`config.mk`:
```
export PLATFORM = sky130hd
export DESIGN_NAME = narrow_gpio_ports_g_h
export DESIGN_NICKNAME = d
export VERILOG_FILES = /design/src/hdl/pin_port_slice.v /design/src/hdl/narrow_gpio_ports_g_h.v
export VERILOG_INCLUDE_DIRS = /design/src /design/src/hdl
export SDC_FILE = /design/constraint.sdc
export NUM_CORES = 1
export LEC_CHECK = 0
export BUFFER_PORTS_ARGS = -buffer_cell sky130_fd_sc_hd__buf_4
export CAP_MARGIN = 15
export CORE_MARGIN = 10
export CORE_UTILIZATION = 25
export CTS_CLUSTER_DIAMETER = 50
export DETAILED_ROUTE_END_ITERATION = 6
export GPL_TIMING_DRIVEN = 0
export PLACE_DENSITY = 0.49
export SYNTH_ARGS = -nofsm -noshare
export SYNTH_HDL_FRONTEND = slang
export SYNTH_SLANG_ARGS = --single-unit
```
`constraint.sdc`:
```
create_clock -name clock -period 3.6 [get_ports clock]
set_clock_uncertainty 0.2 [all_clocks]
set_input_delay 0.9 -clock clock [delete_from_list [all_inputs] [get_ports clock]]
set_output_delay 0.9 -clock clock [all_outputs]
set_load 0.01 [all_outputs]
```
`src/hdl/narrow_ports_defs.vh`:
```
// Purpose: offsets, widths and reset values for the narrow two-port block
// Assumes: byte-wide register port, printed offsets are byte addresses
// Notes: direction register offsets are chosen locally
`ifndef NARROW_PORTS_DEFS_VH
`define NARROW_PORTS_DEFS_VH

`define ADDR_W 8
`define DATA_W 8
`define G_WIDTH 3
`define H_WIDTH 2
`define KEY_WIDTH 5
`define KEY_G_LSB 0
`define KEY_H_LSB 3
`define OFF_G_LATCH 8'h0a
`define OFF_H_LATCH 8'h0b
`define OFF_G_DIR 8'h0e
`define OFF_H_DIR 8'h0f
`define G_DIR_RESET 3'h0
`define H_DIR_RESET 2'h0
`define READ_UNMAPPED 8'h00

`endif

```
`src/hdl/pin_port_slice.v`:
```
// Purpose: one narrow i/o port: latch, direction, pin sync, read mux
// Assumes: pins are asynchronous to clock
// Notes: latch has no reset value; direction clears on reset
`timescale 1ns/1ps
module pin_port_slice #(
  parameter WIDTH = 3
) (
  input wire clock,
  input wire srst,
  input wire latch_we,
  input wire dir_we,
  input wire [WIDTH-1:0] wdata,
  input wire [WIDTH-1:0] key_enable,
  input wire [WIDTH-1:0] pin_in,
  output reg [WIDTH-1:0] pin_out,
  output reg [WIDTH-1:0] pin_oe,
  output wire [WIDTH-1:0] latch_value,
  output wire [WIDTH-1:0] dir_value,
  output wire [WIDTH-1:0] data_read
);
  reg [WIDTH-1:0] latch_reg;
  reg [WIDTH-1:0] dir_reg;
  reg [WIDTH-1:0] pin_meta_reg;
  reg [WIDTH-1:0] pin_sync_reg;
  genvar i;

  // latch written whatever the direction; reset leaves it alone
  always @(posedge clock) begin
    if (latch_we) begin
      latch_reg <= wdata;
    end
  end

  always @(posedge clock) begin
    if (srst) begin
      dir_reg <= {WIDTH{1'b0}};
    end else if (dir_we) begin
      dir_reg <= wdata;
    end
  end

  always @(posedge clock) begin
    pin_meta_reg <= pin_in;
    pin_sync_reg <= pin_meta_reg;
  end

  generate
    for (i = 0; i < WIDTH; i = i + 1) begin : g_bit
      // key input enable wins over the direction bit
      always @(posedge clock) begin
        if (srst) begin
          pin_oe[i] <= 1'b0;
          pin_out[i] <= 1'b0;
        end else begin
          pin_oe[i] <= dir_reg[i] & ~key_enable[i];
          pin_out[i] <= latch_reg[i];
        end
      end
      // read mux follows direction only, not the key enable
      assign data_read[i] = dir_reg[i] ? latch_reg[i] : pin_sync_reg[i];
    end
  endgenerate

  assign latch_value = latch_reg;
  assign dir_value = dir_reg;
endmodule // pin_port_slice

```
`src/hdl/narrow_gpio_ports_g_h.v`:
```
// Purpose: three-bit and two-bit general-purpose ports shared with key wakeup
// Assumes: single 50 MHz clock, synchronous active-high reset
// Notes: read data valid one cycle after the read strobe only
//
// The address-and-strobe port is this design's own decision.
`timescale 1ns/1ps
`include "narrow_ports_defs.vh"

// Operation
// [RQ1] three-bit port driver on when direction bit is one
// [RQ2] reset clears three-bit port direction bits
// [RQ3] three-bit data read gives latch for outputs, pin for inputs
// [RQ4] three-bit latch writable regardless of direction
// [RQ5] latch write on an input pin changes neither pin nor readback
// [RQ6] software loads latch before setting direction to output
// [RQ7] two-bit port has two latches, pins shared with key wakeup
// [RQ8] reset leaves two-bit latch contents unchanged
// [RQ9] key wakeup enables four and three make two-bit pins interrupt inputs; wakeup unit gets the latch, not the pin, where direction is one
// [RQ10] two-bit port driver on when direction bit is one
// [RQ11] reset clears two-bit port direction bits
// [RQ12] two-bit data read gives latch or pin; latch always writable
// [RQ13] software loads two-bit latch before enabling output
// [RQ14] three-bit port has three latches shared with key wakeup
// [RQ15] key wakeup enable overrides three-bit direction bit; code overrides it for the driver only, read-back still follows direction
// [RQ16] unimplemented upper bits read zero, writes ignored
// [RQ17] key wakeup enable overrides two-bit direction bit; code overrides it for the driver only, read-back still follows direction
module narrow_gpio_ports_g_h (
  input wire clock,
  input wire srst,
  input wire [`ADDR_W-1:0] addr,
  input wire [`DATA_W-1:0] wdata,
  input wire wr_stb,
  input wire rd_stb,
  output reg [`DATA_W-1:0] rdata,
  input wire [`KEY_WIDTH-1:0] key_wakeup_enable,
  input wire [`G_WIDTH-1:0] three_bit_port_pin_in,
  output wire [`G_WIDTH-1:0] three_bit_port_pin_out,
  output wire [`G_WIDTH-1:0] three_bit_port_pin_oe,
  input wire [`H_WIDTH-1:0] two_bit_port_pin_in,
  output wire [`H_WIDTH-1:0] two_bit_port_pin_out,
  output wire [`H_WIDTH-1:0] two_bit_port_pin_oe,
  output reg [`KEY_WIDTH-1:0] key_wakeup_pin_level
);
  wire g_latch_we;
  wire g_dir_we;
  wire h_latch_we;
  wire h_dir_we;
  wire [`G_WIDTH-1:0] g_latch;
  wire [`G_WIDTH-1:0] g_dir;
  wire [`G_WIDTH-1:0] g_read;
  wire [`H_WIDTH-1:0] h_latch;
  wire [`H_WIDTH-1:0] h_dir;
  wire [`H_WIDTH-1:0] h_read;
  reg [`DATA_W-1:0] rdata_next;

  // [RQ4] latch writes always taken
  assign g_latch_we = wr_stb && (addr == `OFF_G_LATCH);
  assign g_dir_we = wr_stb && (addr == `OFF_G_DIR);
  // [RQ12] latch writes always taken
  assign h_latch_we = wr_stb && (addr == `OFF_H_LATCH);
  assign h_dir_we = wr_stb && (addr == `OFF_H_DIR);

  // [RQ1] [RQ2] [RQ5] [RQ14] [RQ15] three-bit port pins
  pin_port_slice #(
    .WIDTH(`G_WIDTH)
  ) u_three_bit (
    .clock(clock),
    .srst(srst),
    .latch_we(g_latch_we),
    .dir_we(g_dir_we),
    .wdata(wdata[`G_WIDTH-1:0]),
    .key_enable(key_wakeup_enable[`KEY_G_LSB +: `G_WIDTH]),
    .pin_in(three_bit_port_pin_in),
    .pin_out(three_bit_port_pin_out),
    .pin_oe(three_bit_port_pin_oe),
    .latch_value(g_latch),
    .dir_value(g_dir),
    .data_read(g_read)
  );

  // [RQ7] [RQ8] [RQ9] [RQ10] [RQ11] [RQ17] two-bit port pins
  pin_port_slice #(
    .WIDTH(`H_WIDTH)
  ) u_two_bit (
    .clock(clock),
    .srst(srst),
    .latch_we(h_latch_we),
    .dir_we(h_dir_we),
    .wdata(wdata[`H_WIDTH-1:0]),
    .key_enable(key_wakeup_enable[`KEY_H_LSB +: `H_WIDTH]),
    .pin_in(two_bit_port_pin_in),
    .pin_out(two_bit_port_pin_out),
    .pin_oe(two_bit_port_pin_oe),
    .latch_value(h_latch),
    .dir_value(h_dir),
    .data_read(h_read)
  );

  // [RQ3] [RQ12] [RQ16] read mux, upper bits zero
  always @* begin
    rdata_next = `READ_UNMAPPED;
    if (addr == `OFF_G_LATCH) begin
      rdata_next = {{(`DATA_W-`G_WIDTH){1'b0}}, g_read};
    end else if (addr == `OFF_H_LATCH) begin
      rdata_next = {{(`DATA_W-`H_WIDTH){1'b0}}, h_read};
    end else if (addr == `OFF_G_DIR) begin
      rdata_next = {{(`DATA_W-`G_WIDTH){1'b0}}, g_dir};
    end else if (addr == `OFF_H_DIR) begin
      rdata_next = {{(`DATA_W-`H_WIDTH){1'b0}}, h_dir};
    end
  end

  // read data stand only in the cycle after the strobe
  always @(posedge clock) begin
    if (srst) begin
      rdata <= {`DATA_W{1'b0}};
    end else if (rd_stb) begin
      rdata <= rdata_next;
    end else begin
      rdata <= {`DATA_W{1'b0}};
    end
  end

  // [RQ9] read-back levels (latch where direction is one, synced pin otherwise) handed to the key wakeup unit
  always @(posedge clock) begin
    if (srst) begin
      key_wakeup_pin_level <= {`KEY_WIDTH{1'b0}};
    end else begin
      key_wakeup_pin_level <= {h_read & ~h_dir | h_latch & h_dir,
                               g_read & ~g_dir | g_latch & g_dir};
    end
  end
endmodule // narrow_gpio_ports_g_h

```
==> Flow_metrics.wiki, run 1 <==
{| class="wikitable"
! Metric !! Value
|-
| Result of the run || complete, no violations
|-
| Endpoint arrival time on the critical path || 1.82 ns
|-
| Avg Vias per Cell || 3.98
|-
| Via count of the first global-routing pass || 1025
|-
| Hold-fix buffer count after cts || 0
|-
| FF/Latch Area || 811 um^2
|-
| Met3 demand-to-capacity share in global routing || 4.94%
|-
| Upper clock frequency limit || 481 MHz
|-
| GR Overflow Total || 0
|-
| Post-Place Cell Area || 1690 um^2
|-
| Starting density of the core || 26.4%
|-
| Met1 usage in global routing || 7.99%
|-
| Post-route DRC || 0
|-
| Area inside the core boundary || 4850 um^2
|-
| Switching power of the nets || 0.157 mW
|-
| Number of placement rows || 25
|-
| Hold endpoint || u_three_bit.pin_sync_reg[0]
|-
| Routed wire length || 2900 um
|-
| Required time of the critical path || 3.34 ns
|-
| TritonCTS clock tree || yes
|-
| Flip-flop count of the largest register after layout || 5
|-
| Length of the first detailed-routing pass in iterations || 4
|-
| Number of antenna violations at the first check in global routing || 0
|-
| Beginning of the critical path || addr[4]
|-
| Cell at the root of the clock tree || clkbuf_8
|-
| Number of sinks on the clock net || 38
|-
| Die area || 8380 um^2
|-
| Post-Synthesis Cell Area || 1280 um^2
|-
| Max-slew violation count || 0
|-
| Maximum Capacitance Violations || 0
|-
| Net count reported at finish || 189
|-
| Clock transition at the registers of the reported paths || 0.07 ns
|-
| Routed wire per std cell || 12.8 um
|-
| Number of CTS-inserted buffers || 5
|-
| Sequential cell fraction of total power || 56.6%
|-
| Final period utilization || 57.8%
|-
| Biggest register || key_wakeup_pin_level
|-
| Post-synthesis average cell area || 12.1 um^2
|-
| Synthesized netlist cell count || 106
|-
| FF-to-FF path depth || 3
|-
| Filler cell count || 495
|-
| Global placer's final weighted congestion || 0.721
|-
| Global-route total usage across every layer || 7.53%
|-
| Setup TNS Final || 0 ns
|-
| X dimension of the die || 91.5 um
|-
| Critical Path Sink Type || flop
|-
| Clock power share || 36.1%
|-
| Clock latency at the later pin of the worst-skew pair || 0.28 ns
|-
| Port Buffer Count || 42
|-
| Fraction of final layout cells with drive strength greater than 1 || 35.8%
|-
| Die H || 91.5 um
|-
| CTS resizes || 0
|-
| Area Overhead vs Synth || 39.1%
|-
| Longest Clk Path Bufs || 2
|-
| Number of endpoints with negative hold slack in the final report || 0
|-
| Post-layout min period || 2.08 ns
|-
| Setup fix buffers added after clock tree synthesis || 0
|-
| DRC marker count from the first detailed-route iteration || 27
|-
| Tightest Hold Check Type || flop to flop
|-
| Global Route met2 Usage || 11.2%
|-
| Total I/O pin count || 53
|-
| Routing layer with the top usage in global route || met2
|-
| Number of instances on the worst hold path || 0
|-
| Share of synthesized area occupied by flip-flops and latches || 63.4%
|-
| Final cell area excluding filler cells || 1780 um^2
|-
| Number of different library cells in the post-synthesis netlist || 24
|-
| Maximum vdd ir drop || 0.167 mV
|-
| Number of warnings issued by yosys || 0
|-
| Internal cell power || 0.626 mW
|-
| Endpoint of the worst register-to-register path || rdata[1]
|-
| Wire length of the first global-routing pass || 4930 um
|-
| Worst setup SP type || primary input
|-
| Antenna viol nets, final || 0
|-
| Setup violation total in the final timing report || 0
|-
| Worst R2R Start || u_three_bit.dir_value[1]
|-
| Origin of the worst min-delay path || u_three_bit.pin_meta_reg[0]
|-
| Half-perimeter wire length of the detailed placement result || 2380 um
|-
| RSZ-0062 raised after global routing || no
|-
| Number of diodes added for antenna fixing || 0
|-
| Deepest level of the CTS H-tree || 2
|-
| Total vias in the final route || 900
|-
| Flop and latch count out of synthesis || 38
|-
| Worst setup path class || primary input to flop
|-
| Switching Fraction || 20.1%
|-
| Leakage || 0.778 nW
|-
| Pin count of the biggest net entering global routing || 12
|-
| Power per cell area || 440 nW/um^2
|-
| Part of the total power dissipated in combinational logic || 7.4%
|-
| Worst Path Max Fanout || 4
|-
| R2R setup slack || 2.29 ns
|-
| Multi-input gate area in the final layout || 430 um^2
|}
-- layout by cell type (no fill, tap or decap), drive strengths merged, types with 5 or more instances in the layout --
cell type,n
clkbuf,8
mux2i,10
o21ai,5
nor2b,6
conb,5
edfxtp,5
nor2,11
buf,48
dfxtp,33
nand2b,8
-- kinds of logic (layout without fill, tap and decap cells) --
family	count (synthesis)	count (layout)	synth area share, %
buffers and inverters	7	56	4.11
other	1	5	0.293
and+or+nand+nor	38	38	18.3
DFF	38	38	63.4
muxes	10	10	7.83
AOI/OAI and AO/OA	12	12	6.07
-- critical path, stage by stage --
cell      delay (ns)
buf_4           0.10
and4bb_2        0.34
nand3_1         0.12
nor3_1          0.35
-- routing by layer --
metal / vias to the layer above / part of all wire [%]
met3: 4 / 11
met5: - / 0
met1: 399 / 44
li1: 456 / -
met4: 0 / 1.6
met2: 41 / 43
-- through the flow --
stage	std cells	hold slack, ns	util (%)	power (mW)	setup slack (ns)
after floorplan	110	0.110	-	0.476	1.46
after global placement	219	0.114	34.9	0.511	1.22
after detailed placement	219	0.112	34.9	0.511	1.21
after CTS	226	0.128	36.7	0.800	1.52
after global routing	226	0.132	36.7	0.822	1.43
final	226	0.122	36.7	0.783	1.52
-- power groups by stage --
stage	combinational, mW	clock, mW	sequential (mW)
global placement	0.0581	0	0.453
floorplan	0.0218	0	0.454
CTS	0.0587	0.298	0.443
detailed placement	0.0585	0	0.453
global route	0.0643	0.314	0.444
finish	0.0577	0.282	0.443
-- synthesized netlist by cell type --
cell type / n / share of area [%]
dfxtp_1: 33 / 52
a21o_1: 2 / 1.2
conb_1: 1 / 0.29
o21a_1: 2 / 1.2
clkbuf_1: 1 / 0.29
nand4_1: 1 / 0.49
or3b_1: 3 / 2.1
a21oi_1: 2 / 0.78
edfxtp_1: 5 / 12
nor3b_1: 3 / 1.8
and2_1: 1 / 0.49
nand2b_1: 8 / 3.9
nor2b_1: 6 / 2.9
nor2_1: 11 / 3.2
mux2i_1: 10 / 7.8
nand3_1: 1 / 0.39
nand4b_1: 1 / 0.69
buf_6: 1 / 0.88
and4bb_2: 1 / 0.98
nor3_1: 1 / 0.39
buf_4: 5 / 2.9
o21ai_0: 5 / 2.0
a211oi_2: 1 / 0.98
nand4_2: 1 / 0.98
-- how the worst max path moves through the flow --
stage                                      end  depth (start not counted)  slack [ns]
floorplan           u_three_bit.latch_value[0]                          3        1.46
global placement    u_three_bit.latch_value[2]                          4        1.22
detailed placement  u_three_bit.latch_value[2]                          4        1.21
CTS                 u_three_bit.latch_value[1]                          4        1.52
global route        u_three_bit.latch_value[1]                          4        1.43
finish              u_three_bit.latch_value[1]                          4        1.52
-- final cells by class --
cell class | count | area share [%]
Buffer | 7 | 2.95
Sequential cell | 38 | 45.6
Tap cell | 67 | 4.71
Multi-Input combinational cell | 65 | 24.2
Clock buffer | 7 | 4.85
Timing Repair Buffer | 42 | 17.7
(Power assumes the default switching activity.)
==> run 2, diff against run 1 <==
--- a/config.mk
+++ b/config.mk
@@ -6,6 +6,7 @@
 export SDC_FILE = /design/constraint.sdc
 export NUM_CORES = 1
 export LEC_CHECK = 0
+export ABC_AREA = 1
 export BUFFER_PORTS_ARGS = -buffer_cell sky130_fd_sc_hd__buf_4
 export CAP_MARGIN = 15
 export CORE_MARGIN = 10
@@ -13,7 +14,7 @@
 export CTS_CLUSTER_DIAMETER = 50
 export DETAILED_ROUTE_END_ITERATION = 6
 export GPL_TIMING_DRIVEN = 0
-export PLACE_DENSITY = 0.49
+export PLACE_DENSITY = 0.5
 export SYNTH_ARGS = -nofsm -noshare
 export SYNTH_HDL_FRONTEND = slang
 export SYNTH_SLANG_ARGS = --single-unit
==> constraint.sdc (replaced) <==
create_clock -name clock -period 1.9 [get_ports clock]
set_clock_uncertainty 0.2 [all_clocks]
set_input_delay 0.475 -clock clock [delete_from_list [all_inputs] [get_ports clock]]
set_output_delay 0.475 -clock clock [all_outputs]
set_load 0.01 [all_outputs]
==> run 2 against run 1 <==
  * Combinational power is 99% higher
  * Count of clock-buffer cells in the layout is 1 lower
  * Cell area is 4.9% higher
  * Critical path depth stayed put
  * First-iteration DRC count is 52% higher
  * Sequential power is 89% higher
  * Worst setup slack worse by 1.3 ns
  * Critical path type unchanged
  * Largest power group unchanged
  * Highest routed layer unchanged
==> Flow_metrics.wiki, run 2 <==
{| class="wikitable"
! Metric !! Value
|-
| Worst path cell trace || buf_4, nor2_1, inv_1, nor4_1
|-
| Final cell area excluding filler cells || 1870 um^2 (+4.9%)
|-
| Most frequently used cell type in the post-synthesis netlist || dfxtp_1
|-
| Cell type contributing the most total cell area after synthesis || dfxtp_1
|-
| Met3 routed WL || 399 um (+23%)
|-
| Post-Synthesis Cell Area || 1320 um^2 (+3.5%)
|-
| Half-perimeter wire length of the detailed placement result || 2500 um (+4.9%)
|-
| Biggest register || key_wakeup_pin_level
|-
| Global-route total usage across every layer || 7.74% (+0.21 points)
|-
| Post-Place Cell Area || 1730 um^2 (+2.4%)
|-
| Global placer's final weighted congestion || 0.735 (+1.8%)
|-
| Buf+Inv Stages, Crit Path || 2 (+1)
|-
| Number of sinks on the clock net || 38 (unchanged)
|-
| DRC marker count from the first detailed-route iteration || 41 (+52%)
|-
| Cell at the root of the clock tree || clkbuf_8
|-
| Result of the run || complete, no violations
|-
| Tightest Hold Check Type || primary input to flop
|-
| Area Overhead vs Synth || 41.0%
|-
| Avg Vias per Cell || 3.75 (-5.8%)
|-
| Deepest level of the CTS H-tree || 2 (unchanged)
|-
| X dimension of the die || 92.8 um (+1.4%)
|-
| Power per cell area || 924 nW/um^2 (+110%)
|-
| Met2 WL || 1240 um (-0.88%)
|-
| Post-layout min period || 1.72 ns
|-
| Origin of the worst min-delay path || two_bit_port_pin_in[1]
|-
| Worst R2R Start || u_two_bit.dir_value[0]
|-
| Post-route DRC || 0 (unchanged)
|-
| Flip-flop count of the largest register after layout || 5 (unchanged)
|-
| Die H || 92.8 um (+1.4%)
|-
| Number of placement rows || 26 (+4.0%)
|-
| Delay contributed by the slowest stage of the critical path || 0.62 ns (+0.27 ns)
|-
| Number of instances on the worst hold path || 1 (+1)
|-
| Port Buffer Count || 41 (-2.4%)
|-
| Number of endpoints with negative hold slack in the final report || 0 (unchanged)
|-
| Hold-fix buffer count after cts || 0 (unchanged)
|-
| Number of different library cells in the post-synthesis netlist || 22 (-8.3%)
|-
| Highest-count cells in the layout ignoring fill and taps || buf_4, dfxtp_1, nor2_1
|-
| Endpoint arrival time on the critical path || 1.44 ns (-0.38 ns)
|-
| Pin count of the biggest net entering global routing || 14 (+2)
|-
| Top cells by area in the synthesized netlist || dfxtp_1, edfxtp_1, nor2_1, nand2_1, inv_1
|-
| Required time of the critical path || 1.63 ns (-1.71 ns)
|-
| Clock latency at the later pin of the worst-skew pair || 0.30 ns (+0.02 ns)
|-
| Via count of the first global-routing pass || 1085 (+5.9%)
|-
| Tightest Pin Transition || 0.726 ns
|-
| Worst setup path class || primary input to flop
|-
| Upper clock frequency limit || 583 MHz
|-
| FF-to-FF path depth || 7 (+4)
|-
| Endpoint of the worst register-to-register path || rdata[0]
|-
| Most common cell after layout, fill and taps aside || buf_4
|-
| Highest metal layer with signal wires || met4
|-
| R2R setup slack || 0.70 ns (-1.59 ns)
|-
| DRT met1 WL || 1400 um (+10%)
|-
| Fraction of final layout cells with drive strength greater than 1 || 33.2% (-2.7 points)
|-
| Share of synthesized area occupied by flip-flops and latches || 61.2% (-2.2 points)
|-
| Area inside the core boundary || 5110 um^2 (+5.3%)
|-
| Worst setup SP type || primary input
|-
| Total I/O pin count || 53 (unchanged)
|-
| Count of flip-flops with a built-in enable after synthesis || 5 (unchanged)
|-
| Die area || 8610 um^2 (+2.7%)
|-
| Synthesized netlist cell count || 149 (+41%)
|-
| Starting density of the core || 25.9% (-0.46 points)
|-
| Maximum vdd ir drop || 0.527 mV (+220%)
|-
| Clock transition at the registers of the reported paths || 0.08 ns (about the same)
|-
| GR Overflow Total || 0 (unchanged)
|-
| Max_slew headroom || 51.2%
|-
| Number of CTS-inserted buffers || 5 (unchanged)
|-
| Total vias in the final route || 1020 (+13%)
|-
| Critical Path Sink Type || flop
|-
| Setup fix buffers added after clock tree synthesis || 0 (unchanged)
|-
| Overall power after layout || 1.72 mW (+120%)
|-
| Routed wire per std cell || 11.4 um (-11%)
|-
| Number of warnings issued by yosys || 0 (unchanged)
|-
| Hold endpoint || u_two_bit.pin_meta_reg[1]
|-
| Length of the first detailed-routing pass in iterations || 3 (-1)
|-
| Leakage || 0.894 nW (+15%)
|-
| Max-slew violation count || 0 (unchanged)
|-
| FFs w/ async S/R, synth || 0% (unchanged)
|-
| Worst path top cell family by delay || simple AND/OR/NAND/NOR gates
|-
| Number of antenna violations at the first check in global routing || 0 (unchanged)
|-
| RSZ-0062 raised after global routing || no
|-
| Slowest stage cell on the critical path || nor4_1
|-
| Post-synth top area share || 49.9% (-1.8 points)
|-
| Final period utilization || 90.3%
|-
| TritonCTS clock tree || yes
|-
| Routed wire length || 3100 um (+7.1%)
|-
| Flop and latch count out of synthesis || 38 (unchanged)
|-
| Wire length of the first global-routing pass || 5060 um (+2.7%)
|-
| Antenna viol nets, final || 0 (unchanged)
|-
| Post-synthesis average cell area || 8.88 um^2 (-26%)
|-
| Maximum Capacitance Violations || 0 (unchanged)
|-
| Setup violation total in the final timing report || 0 (unchanged)
|-
| Commonest cells post-synth || dfxtp_1, nor2_1, nand2_1
|-
| Number of diodes added for antenna fixing || 0 (unchanged)
|-
| Worst Path Max Fanout || 3 (-1)
|-
| Longest Clk Path Bufs || 2 (unchanged)
|-
| Net count reported at finish || 231 (+22%)
|-
| CTS resizes || 0 (unchanged)
|-
| Post-synth top flop || dfxtp_1
|}
run 2: changes by cell type after synthesis, sizes merged, moves of 4 or more:
cell    before  now
nand2        0   28
nand2b       8    0
nor2        11   32
inv          0   18
mux2i       10    0
nand3        1   10
nor2b        6    0
nor3         1    5
run 2: area by class of cell:
class                      instances  area [um^2]
fill                             548         3240
sequential                        38          811
multi-input combinational         89          408
timing repair buffer              41          308
clock buffer                       6         93.8
tap                               70         87.6
inverter                          19         72.6
buffer                             7         47.5
clock inverter                     2         38.8
run 2: worst register-to-register path, cell delays in order, from the launching register on:
cell and delay (ns):
dfxtp_1 0.38, inv_1 0.10, nand2_1 0.09, nand2_1 0.07, nor2_1 0.09, nor2_1 0.05
nor2_1 0.09, nor2_1 0.05
run 2: report_power, final:
group	total, mW	switching, mW	internal (mW)
clock network	0.772	0.299	0.473
logic	0.115	0.0556	0.0590
registers	0.838	0.00473	0.833
run 2: cells by family after synthesis:
logic type / count (synthesis) / share of synthesized area [%]
AND/OR/NAND/NOR: 78 / 26.9
flip-flops: 38 / 61.2
buffers and inverters: 26 / 9.07
AO/OA/AOI/OAI: 6 / 2.46
other: 1 / 0.283
run 2: how the worst max path moves through the flow:
stage	startpoint	slack (ns)	cells past startpoint	to
2_1_floorplan	addr[3]	0.25	4	u_three_bit.latch_value[0]
3_3_place_gp	addr[2]	-0.14	4	u_three_bit.latch_value[0]
3_5_place_dp	addr[2]	-0.17	4	u_three_bit.latch_value[0]
4_1_cts	addr[2]	0.15	4	u_three_bit.latch_value[0]
5_1_grt	addr[2]	0.06	4	u_three_bit.latch_value[0]
6_report	addr[2]	0.18	4	u_three_bit.latch_value[0]
run 2: per-layer routing:
metal,track usage (%),up-vias
met5,0,-
met1,8.99,423
met2,10.3,37
met4,3.86,0
met3,5.57,6
li1,-,554
run 2: metrics by stage:
step                      worst slack [ns]  hold slack [ns]  setup TNS, ns  instances  utilization (%)
after floorplan                      0.246            0.110              0        153                -
after global placement              -0.142            0.113         -0.425        264             34.0
after detailed placement            -0.166            0.112         -0.497        264             34.0
final                                0.184           0.0736              0        272             36.6
after global routing                0.0591           0.0555              0        272             36.6
after CTS                            0.154           0.0666              0        272             36.6
